## src/hw/xie_defs.svh

```systemverilog
/*
  register map, field positions, reset values and line layout of the
  extended external interrupt enable/priority unit.
  assumes it is included by bare name from the unit's source files.
*/
`ifndef XIE_DEFS_SVH
`define XIE_DEFS_SVH

// special-function register addresses on the core's internal bus
`define XIE_ADDR_FLAGS     8'h91
`define XIE_ADDR_ENABLE    8'hE8
`define XIE_ADDR_PRIORITY  8'hF8

// reset values as seen on reads
`define XIE_ENABLE_RST     8'hE0
`define XIE_PRIORITY_RST   8'hE0
`define XIE_FLAGS_RST      8'h08

// reserved bits: 7..5 of enable/priority read one, bit 4 reads zero
`define XIE_CTRL_RSVD_HI   3'h7
`define XIE_CTRL_RSVD_B4   1'h0
// reserved bits of the flag register: bit 3 reads one, 2..0 read zero
`define XIE_FLAGS_RSVD_LO  4'h8

// field positions
`define XIE_CTRL_LSB       0
`define XIE_FLAGS_LSB      4
`define XIE_NUM_LINES      4

// lines 3 (five) and 1 (three) are falling-edge, 2 (four) and 0 (two) rising
`define XIE_FALL_MASK      4'hA
`define XIE_RD_UNMAPPED    8'h00

`endif

```

## src/hw/xie_pkg.sv

```systemverilog
/*
  state types of the extended external interrupt enable/priority unit.
  assumes xie_defs.svh supplies the field widths.
*/
`include "xie_defs.svh"

package xie_pkg;

    typedef struct packed {
        logic pin_prev;
        logic event_r;
    } xie_edge_state_t;

    typedef struct packed {
        logic [`XIE_NUM_LINES-1:0] enable;
        logic [`XIE_NUM_LINES-1:0] level;
        logic [`XIE_NUM_LINES-1:0] pending;
        logic [`XIE_NUM_LINES-1:0] req;
        logic [`XIE_NUM_LINES-1:0] high;
        logic [7:0]                rdata;
    } xie_state_t;

endpackage

```

## src/hw/xie_edge_det.sv

```systemverilog
/*
  single-line edge detector: a one-cycle pulse for each active edge.
  assumes the pin is synchronous to CLK; FALLING selects the active edge.
*/
`timescale 1ns/100ps
`default_nettype none

module xie_edge_det #(
    parameter bit FALLING = 1'b0
) (
    input  wire logic CLK,
    input  wire logic RST,
    input  wire logic pin,
    output logic      event_pulse
);

    xie_pkg::xie_edge_state_t state_r;
    xie_pkg::xie_edge_state_t state_nxt;

    always_comb begin
        state_nxt          = state_r;
        state_nxt.pin_prev = pin;
        state_nxt.event_r  = FALLING ? (state_r.pin_prev & ~pin)
                                     : (~state_r.pin_prev & pin);
    end

    // idle level preloaded so a pin resting at idle gives no false edge
    always_ff @(posedge CLK) begin
        if (RST) begin
            state_r.pin_prev <= FALLING;
            state_r.event_r  <= 1'b0;
        end else begin
            state_r <= state_nxt;
        end
    end

    assign event_pulse = state_r.event_r;

endmodule // xie_edge_det

`default_nettype wire

```

## src/hw/xie_top.sv

```systemverilog
/*
  extended external interrupt lines five..two: enable, priority and pending
  flags on the core's special-function register port, one request and one
  level bit per line toward the core's vectoring logic.
  assumes pins and register strobes are synchronous to CLK and that the
  core samples SFR_RDATA one cycle after SFR_RD.
*/
//
// Overview of operation
// RQ1: enable and priority bits 7..5 read one, ignore writes; reset 0xE0.
// RQ2: bit 4 of enable and priority reads zero; firmware writes zero.
// RQ3: enable bit 3 gates line five requests.
// RQ4: enable bit 2 gates line four requests.
// RQ5: enable bit 1 gates line three requests.
// RQ6: enable bit 0 gates line two requests.
// RQ7: priority bit 3 sets line five high (1) or low (0).
// RQ8: priority bit 2 sets line four high (1) or low (0).
// RQ9: priority bit 1 sets line three high (1) or low (0).
// RQ10: priority bit 0 sets line two high (1) or low (0).
// RQ11: falling edge on line five or three pin sets its pending flag.
// RQ12: rising edge on line four or two pin sets its pending flag.
// RQ13: flags hold until firmware clears; firmware setting one requests if enabled.
// RQ14: request per line when pending and enabled, tagged with its priority level.
`timescale 1ns/100ps
`default_nettype none
`include "xie_defs.svh"

module xie_top (
    input  wire logic       CLK,
    input  wire logic       RST,
    input  wire logic [7:0] SFR_ADDR,
    input  wire logic       SFR_WR,
    input  wire logic       SFR_RD,
    input  wire logic [7:0] SFR_WDATA,
    output logic      [7:0] SFR_RDATA,
    input  wire logic       LINE_FIVE_FALL_PIN,
    input  wire logic       LINE_FOUR_RISE_PIN,
    input  wire logic       LINE_THREE_FALL_PIN,
    input  wire logic       LINE_TWO_RISE_PIN,
    output logic      [3:0] IRQ_REQ,
    output logic      [3:0] IRQ_HIGH
);

    xie_pkg::xie_state_t state_r;
    xie_pkg::xie_state_t state_nxt;

    logic [`XIE_NUM_LINES-1:0] line_pins;
    logic [`XIE_NUM_LINES-1:0] line_event;
    logic                      wr_enable;
    logic                      wr_priority;
    logic                      wr_flags;

    // bit gi of the mask picks the detector direction for line gi
    localparam logic [`XIE_NUM_LINES-1:0] FALL_MASK = `XIE_FALL_MASK;

    assign line_pins = {LINE_FIVE_FALL_PIN, LINE_FOUR_RISE_PIN,
                        LINE_THREE_FALL_PIN, LINE_TWO_RISE_PIN};

    // one detector per line; direction fixed by the line's position
    genvar gi;
    generate
        for (gi = 0; gi < `XIE_NUM_LINES; gi = gi + 1) begin : g_line
            xie_edge_det #(
                .FALLING (FALL_MASK[gi])  // [RQ11] [RQ12]
            ) u_edge (
                .CLK         (CLK),
                .RST         (RST),
                .pin         (line_pins[gi]),
                .event_pulse (line_event[gi])
            );
        end
    endgenerate

    assign wr_enable   = SFR_WR && (SFR_ADDR == `XIE_ADDR_ENABLE);
    assign wr_priority = SFR_WR && (SFR_ADDR == `XIE_ADDR_PRIORITY);
    assign wr_flags    = SFR_WR && (SFR_ADDR == `XIE_ADDR_FLAGS);

    always_comb begin
        state_nxt = state_r;

        // only the low nibble is stored; upper bits are constants on read
        if (wr_enable) begin
            state_nxt.enable = SFR_WDATA[`XIE_CTRL_LSB +: 4];  // [RQ1] [RQ2]
        end
        if (wr_priority) begin
            state_nxt.level = SFR_WDATA[`XIE_CTRL_LSB +: 4];  // [RQ7] [RQ8] [RQ9] [RQ10]
        end

        // an edge in the same cycle as a clearing write still sets the flag
        if (wr_flags) begin
            state_nxt.pending = SFR_WDATA[`XIE_FLAGS_LSB +: 4] | line_event;  // [RQ13]
        end else begin
            state_nxt.pending = state_r.pending | line_event;  // [RQ11] [RQ12] [RQ13]
        end

        // gating from the stored state keeps the request one cycle behind the flag
        state_nxt.req  = state_r.pending & state_r.enable;  // [RQ3] [RQ4] [RQ5] [RQ6] [RQ14]
        state_nxt.high = state_r.level;  // [RQ14]

        if (SFR_RD) begin
            case (SFR_ADDR)
                `XIE_ADDR_ENABLE: begin
                    state_nxt.rdata = {`XIE_CTRL_RSVD_HI, `XIE_CTRL_RSVD_B4,
                                       state_r.enable};  // [RQ1] [RQ2]
                end
                `XIE_ADDR_PRIORITY: begin
                    state_nxt.rdata = {`XIE_CTRL_RSVD_HI, `XIE_CTRL_RSVD_B4,
                                       state_r.level};  // [RQ1] [RQ2]
                end
                `XIE_ADDR_FLAGS: begin
                    state_nxt.rdata = {state_r.pending, `XIE_FLAGS_RSVD_LO};
                end
                default: begin
                    state_nxt.rdata = `XIE_RD_UNMAPPED;
                end
            endcase
        end
    end

    always_ff @(posedge CLK) begin
        if (RST) begin
            state_r.enable  <= 4'h0;
            state_r.level   <= 4'h0;
            state_r.pending <= 4'h0;
            state_r.req     <= 4'h0;
            state_r.high    <= 4'h0;
            state_r.rdata   <= 8'h00;
        end else begin
            state_r <= state_nxt;
        end
    end

    assign SFR_RDATA = state_r.rdata;
    assign IRQ_REQ   = state_r.req;
    assign IRQ_HIGH  = state_r.high;
endmodule // xie_top

`default_nettype wire

```

## config.mk

```make
export PLATFORM = sky130hd
export DESIGN_NAME = xie_top
export DESIGN_NICKNAME = d
export VERILOG_FILES = /design/src/hw/xie_pkg.sv /design/src/hw/xie_edge_det.sv /design/src/hw/xie_top.sv
export VERILOG_INCLUDE_DIRS = /design/src /design/src/hw
export SDC_FILE = /design/constraint.sdc
export NUM_CORES = 1
export LEC_CHECK = 0
export BUFFER_PORTS_ARGS = -buffer_cell sky130_fd_sc_hd__buf_2
export CORE_UTILIZATION = 52
export DETAILED_ROUTE_END_ITERATION = 8
export PLACE_DENSITY = 0.78
export SLEW_MARGIN = 20
export SYNTH_ARGS = -nofsm -noshare
export SYNTH_HDL_FRONTEND = slang
export SYNTH_SLANG_ARGS = --single-unit
export TNS_END_PERCENT = 1
```

## constraint.sdc

```tcl
create_clock -name CLK -period 1.9 [get_ports CLK]
set_clock_uncertainty 0.15 [all_clocks]
set_input_delay 0.19 -clock CLK [delete_from_list [all_inputs] [get_ports CLK]]
set_output_delay 0.19 -clock CLK [all_outputs]
set_load 0.02 [all_outputs]
```

Word level (Yosys, flattened, before mapping). Cells that the tools add are included.

Register bits after elaboration: 36. Bits in latches: 0. Bits in writable memories: 0. Bits in read-only memories: 0. Input port bits: 24. Word-level logic and storage cells: 33. Memories kept: 0.

$add $sub $neg: 0. $mul: 0. Divide/modulo/power cells: 0. Magnitude comparators: 0. Equality and inequality tests: 3. Shift operators: 0. Mux-type cells: 2. Bitwise operators: 11. Reduce and logical (&&, ||, !) cells: 3.

Operators by type and width (number): 8-bit equality test, second input constant (3); 8-bit one-hot mux with 3 select lines (1); 4-bit bitwise OR (2); 1-bit bitwise AND (4); 4-bit bitwise AND (1); 4-bit 2-to-1 mux (1); 1-bit NOT (4); 1-bit logical AND (3).

Depth between registers and ports, before layout.
Word-level depth: 3. Gate-level depth with buffers: 4. Mapped depth without buffers: 3.

Cells and area by module. A second synthesis with hierarchy kept.

Cells, all modules: 152. Area total of the unflattened synthesis: 1552.7 um^2.

Modules (own cells, without submodules): xie_top (times used 1, cells an instance 136, area each 1327.5 um^2, sequential area each 560.5 um^2); xie_edge_det at g_line[0].u_edge ... (times used 2, cells an instance 4, area each 58.8 um^2, sequential area each 40.0 um^2); xie_edge_det at g_line[1].u_edge ... (times used 2, cells an instance 4, area each 53.8 um^2, sequential area each 40.0 um^2).

Worst setup path after synthesis. OpenSTA, ideal clock, no wires.

Path kind: in2reg. Start: in SFR_ADDR[1]. End: reg state_r, in the netlist state_nxt[11]. Library setup time: 0.069 ns. Arrival time: 1.191 ns. Data required time: 1.681 ns. Slack: 0.490 ns. Cell stages on the path: 4. Buffers on the path: 1. Cells stage by stage: or3b_1 buf_6 or3_4 o21ai_1.

Word-level cells in the longest chain between the ends: 2.

Ends and longest elaborated chain: from (decl) (line xie_top.sv:31) `input wire logic [7:0] SFR_ADDR,`; 8-bit equality test; 1-bit logical AND (line xie_top.sv:75) `` assign wr_priority = SFR_WR && (SFR_ADDR == `XIE_ADDR_PRIORITY); ``; to (signal assigned) (line xie_top.sv:129) `state_r <= state_nxt;`; to (decl) (line xie_top.sv:44) `xie_pkg::xie_state_t state_r;`.

Every way passes these cells. A chain may end at the register's enable or synchronous reset.

Final worst setup path.
Start: in SFR_ADDR[0]. End: reg state_r[24] in the netlist's numbering.

Word-level cells in the longest chain between the ends: 2.

Ends and longest elaborated chain: 8-bit equality test; 1-bit logical AND (line xie_top.sv:74) `` assign wr_enable = SFR_WR && (SFR_ADDR == `XIE_ADDR_ENABLE); ``.

Every way passes these cells.

==> metrics.txt <==
die width 57.7 µm; PwrDens 726 nW/µm²; number of cells after detailed placement 213; net count after synthesis 191; HP Start SFR_WDATA[3]; Slew HR 63.4%; endpoint kind of the worst setup timing path register; cell with the most instances after synthesis sky130_fd_sc_hd__dfxtp_1; Post-synth ARST share 0%; outcome complete, but fails checks; combinational share of power 8.5%; critical path startpoint SFR_ADDR[0]; Post-Synthesis Cell Area 1610 µm²; filler instances 258; number of flops mapped to enable cells by yosys 0; ratio of cells with drive above 1 in the final layout 29.9%; via count of the first global-routing pass 1148; biggest area contributors in the synthesized netlist sky130_fd_sc_hd__dfxtp_1, sky130_fd_sc_hd__buf_4, sky130_fd_sc_hd__nand2b_1; Worst R2R Setup Slack 760 ps; actual transition at the worst max-transition pin 547 ps; total routing resource utilization after global routing 19.9%; highest attainable clock frequency 777 MHz; total net switching power 316 µW; Worst-path clk slew 110 ps; count of state elements after synthesis 36; wire length of the first global-routing pass 4950 µm; Port Buffer Count 39; end of the worst hold path state_nxt[11]; Area after DPL 1680 µm²; Post CTS Setup Buffer Count 0; VDD IR max 0.407 mV; sequential fraction of the synthesis area 44.7%; final-report max-slew violation count 0; HPWL after detailed placement 2110 µm; internal power summed over all cells 999 µW; proportion of power drawn by the clock network 32.4%; post-DR wirelength/cell 13.1 µm; required time reported for the critical path endpoint 2030 ps; final instance area 1810 µm²; dominant delay contributor by cell family on the critical path simple AND/OR/NAND/NOR gates; Util after Layout 63.5%; critical-path maximum fanout 12; count of buffering cells on the critical path with inverters included 1; part of the cycle the worst path needs 67.8%; final setup fails 0; DRT iter0 DRCs 33; number of ports placed on the die boundary 40; total via count in the routed design 1246; Clk Latency, worst-skew pair 340 ps; violations in the final reports DRC; reg-to-reg critical path startpoint state_r[27]; overall routed net length 2980 µm; total congestion overflow 0; time the worst path needs with I/O delays and setup 1290 ps; list of cells traversed by the critical path buf_2, nand4b_1, nor4_4, mux2i_1; total leakage power 0.774 nW; Pre-Repair DR Iteration Count 6; critical register-to-register path endpoint SFR_RDATA[3]; die height 57.7 µm; TritonCTS buffer count 5; category of the worst setup path launch point primary input; cell at the root of the clock tree sky130_fd_sc_hd__clkbuf_4; path type of the worst setup path in2reg; Data arrival, critical path 1420 ps; final sum of negative setup slack 0 ps; top cell type by total area after synthesis sky130_fd_sc_hd__dfxtp_1; count of nets left with antenna violations after detail routing 0; initial cell density of the core 56.6%; Worst path max stage delay 460 ps; depth of the most critical reg-to-reg path 3; number of warnings printed during yosys synthesis 0; via/cell ratio 5.46; switching part of the total 24.0%; antenna violations before repair 0; part of the total power dissipated in sequential elements 59.1%; CORE AREA 2850 µm²; Layout area overhead 12.2%; Diodes inserted 0; Hold Crit Depth 3; area of the die 3330 µm²; synthesized area divided by synthesized cell count 9.66 µm²; number of levels the H-tree was split into 2; RSZ-0062 raised after global routing no; number of standard cells after synthesis 167; final hold vios 0; global placement routability congestion 0.790; Cell Rows 19; nets 220; # Max-Cap Violations 0; maximum number of pins on one net before global-route repair 34; remaining design rule violation count 3; top cell type's share of synthesized area 44.7%; distinct cell type count of the synthesized netlist 36; maximum clock path buffer count 2; non-filler cells in the finished layout 228; most used standard cells in the synthesized netlist sky130_fd_sc_hd__dfxtp_1, sky130_fd_sc_hd__buf_4, sky130_fd_sc_hd__nand2b_1, sky130_fd_sc_hd__nand4_1, sky130_fd_sc_hd__nor2_1; number of sinks on the clock net 36; CTS tree done; Hold Path Class in2reg; Critical-path top delay cell sky130_fd_sc_hd__nor4_4; Main synth FF type sky130_fd_sc_hd__dfxtp_1
[cell usage in the layout (no fill, tap or decap)]
cell type / netlist / routed
sky130_fd_sc_hd__nand3_1: 1 / 1
sky130_fd_sc_hd__or3b_1: 1 / 1
sky130_fd_sc_hd__or2b_2: 1 / 1
sky130_fd_sc_hd__nand4b_1: 1 / 1
sky130_fd_sc_hd__mux2_2: 4 / 4
sky130_fd_sc_hd__and2b_2: 1 / 1
sky130_fd_sc_hd__a31oi_1: 3 / 3
sky130_fd_sc_hd__nor2b_1: 7 / 7
sky130_fd_sc_hd__nand3b_1: 1 / 1
sky130_fd_sc_hd__clkbuf_4: 0 / 5
sky130_fd_sc_hd__buf_2: 1 / 39
sky130_fd_sc_hd__dlygate4sd3_1: 0 / 7
sky130_fd_sc_hd__and2_1: 4 / 4
sky130_fd_sc_hd__and4b_1: 1 / 1
sky130_fd_sc_hd__or2_2: 2 / 2
sky130_fd_sc_hd__or3_4: 1 / 1
sky130_fd_sc_hd__o31ai_1: 4 / 4
sky130_fd_sc_hd__nor4_4: 1 / 1
sky130_fd_sc_hd__o311a_1: 4 / 4
sky130_fd_sc_hd__a21oi_1: 4 / 4
sky130_fd_sc_hd__mux2i_1: 4 / 4
sky130_fd_sc_hd__dfxtp_1: 36 / 36
sky130_fd_sc_hd__clkinv_2: 0 / 2
sky130_fd_sc_hd__nor3_1: 4 / 4
sky130_fd_sc_hd__nor2_1: 10 / 10
sky130_fd_sc_hd__nor4b_4: 1 / 1
sky130_fd_sc_hd__nand2_1: 5 / 5
sky130_fd_sc_hd__nand2b_1: 14 / 14
sky130_fd_sc_hd__o32ai_1: 1 / 1
sky130_fd_sc_hd__nand4_1: 11 / 11
sky130_fd_sc_hd__buf_4: 17 / 1
sky130_fd_sc_hd__inv_1: 4 / 4
sky130_fd_sc_hd__a22oi_1: 1 / 1
sky130_fd_sc_hd__and3_1: 1 / 1
sky130_fd_sc_hd__clkbuf_8: 1 / 1
sky130_fd_sc_hd__nor3b_1: 5 / 5
sky130_fd_sc_hd__o21ai_1: 4 / 4
[repair_timing]
item,4_1_cts,5_1_grt
gates resized for setup,0,0
hold buffers,7,0
endpoints found under the hold margin,11,0
[kinds of logic after synthesis]
kind of cell           count (synthesis)  synth area share, %
and+or+nand+nor                       73                 29.2
AOI/OAI and AO/OA                     21                 8.99
muxes                                  8                 5.27
buffers and inverters                 29                 11.9
DFF                                   36                 44.7
[state kept, by name (all words and copies together), names as in the netlist]
name and cells:
SFR_RDATA 8, g_line.u_edge.state_r 4, IRQ_HIGH 4, IRQ_REQ 4, state_r 8, state_nxt 4
g_line.u_edge.event_pulse 4
[layer usage]
| layer | vias to the layer above | wire length (µm) | global-route usage (%) | share of wire (%) |
|---|---|---|---|---|
| met5 | - | 0 | 0 | 0 |
| met4 | 0 | 40 | 8.16 | 1.3 |
| met3 | 5 | 149 | 7.14 | 5.0 |
| met2 | 30 | 1470 | 32.2 | 49 |
| met1 | 585 | 1320 | 24.0 | 44 |
| li1 | 626 | - | - | - |
[power by group through the flow]
stage	Combinational (mW)	Sequential [mW]	Clock, mW
6_report	0.112	0.777	0.427
5_1_grt	0.123	0.779	0.461
4_1_cts	0.111	0.777	0.438
3_5_place_dp	0.101	0.794	0
3_3_place_gp	0.0973	0.794	0
2_1_floorplan	0.0673	0.791	0
[stage by stage]
stage,power (mW),hold WS [ps],setup WS [ps]
after global placement,0.891,222,337
after detailed placement,0.895,228,270
after global routing,1.36,31.8,497
final,1.32,35.4,612
after CTS,1.33,25.5,638
after floorplan,0.859,119,490
[how the worst max path moves through the flow]
stage | endpoint | depth (start not counted)
final | state_r[24] | 4
after global routing | state_r[26] | 4
after CTS | state_r[24] | 4
after detailed placement | state_r[24] | 4
after global placement | state_r[25] | 4
after floorplan | state_nxt[11] | 4
[layout make-up]
type | instances | area (µm²) | area share, %
clock buffers | 6 | 51.3 | 2.83
clock inverters | 2 | 10.0 | 0.553
inverters | 4 | 15.0 | 0.829
multi-input cells | 102 | 702 | 38.8
flip-flops and latches | 36 | 721 | 39.8
well taps | 31 | 38.8 | 2.14
repair buffers | 47 | 273 | 15.1
[worst register-to-register path, stage by stage, from the launching register on]
cell and delay, ps:
sky130_fd_sc_hd__dfxtp_1 340, sky130_fd_sc_hd__mux2_2 260, sky130_fd_sc_hd__a22oi_1 160, sky130_fd_sc_hd__o32ai_1 110
No activity file was read; power rests on OpenSTA's default activity.
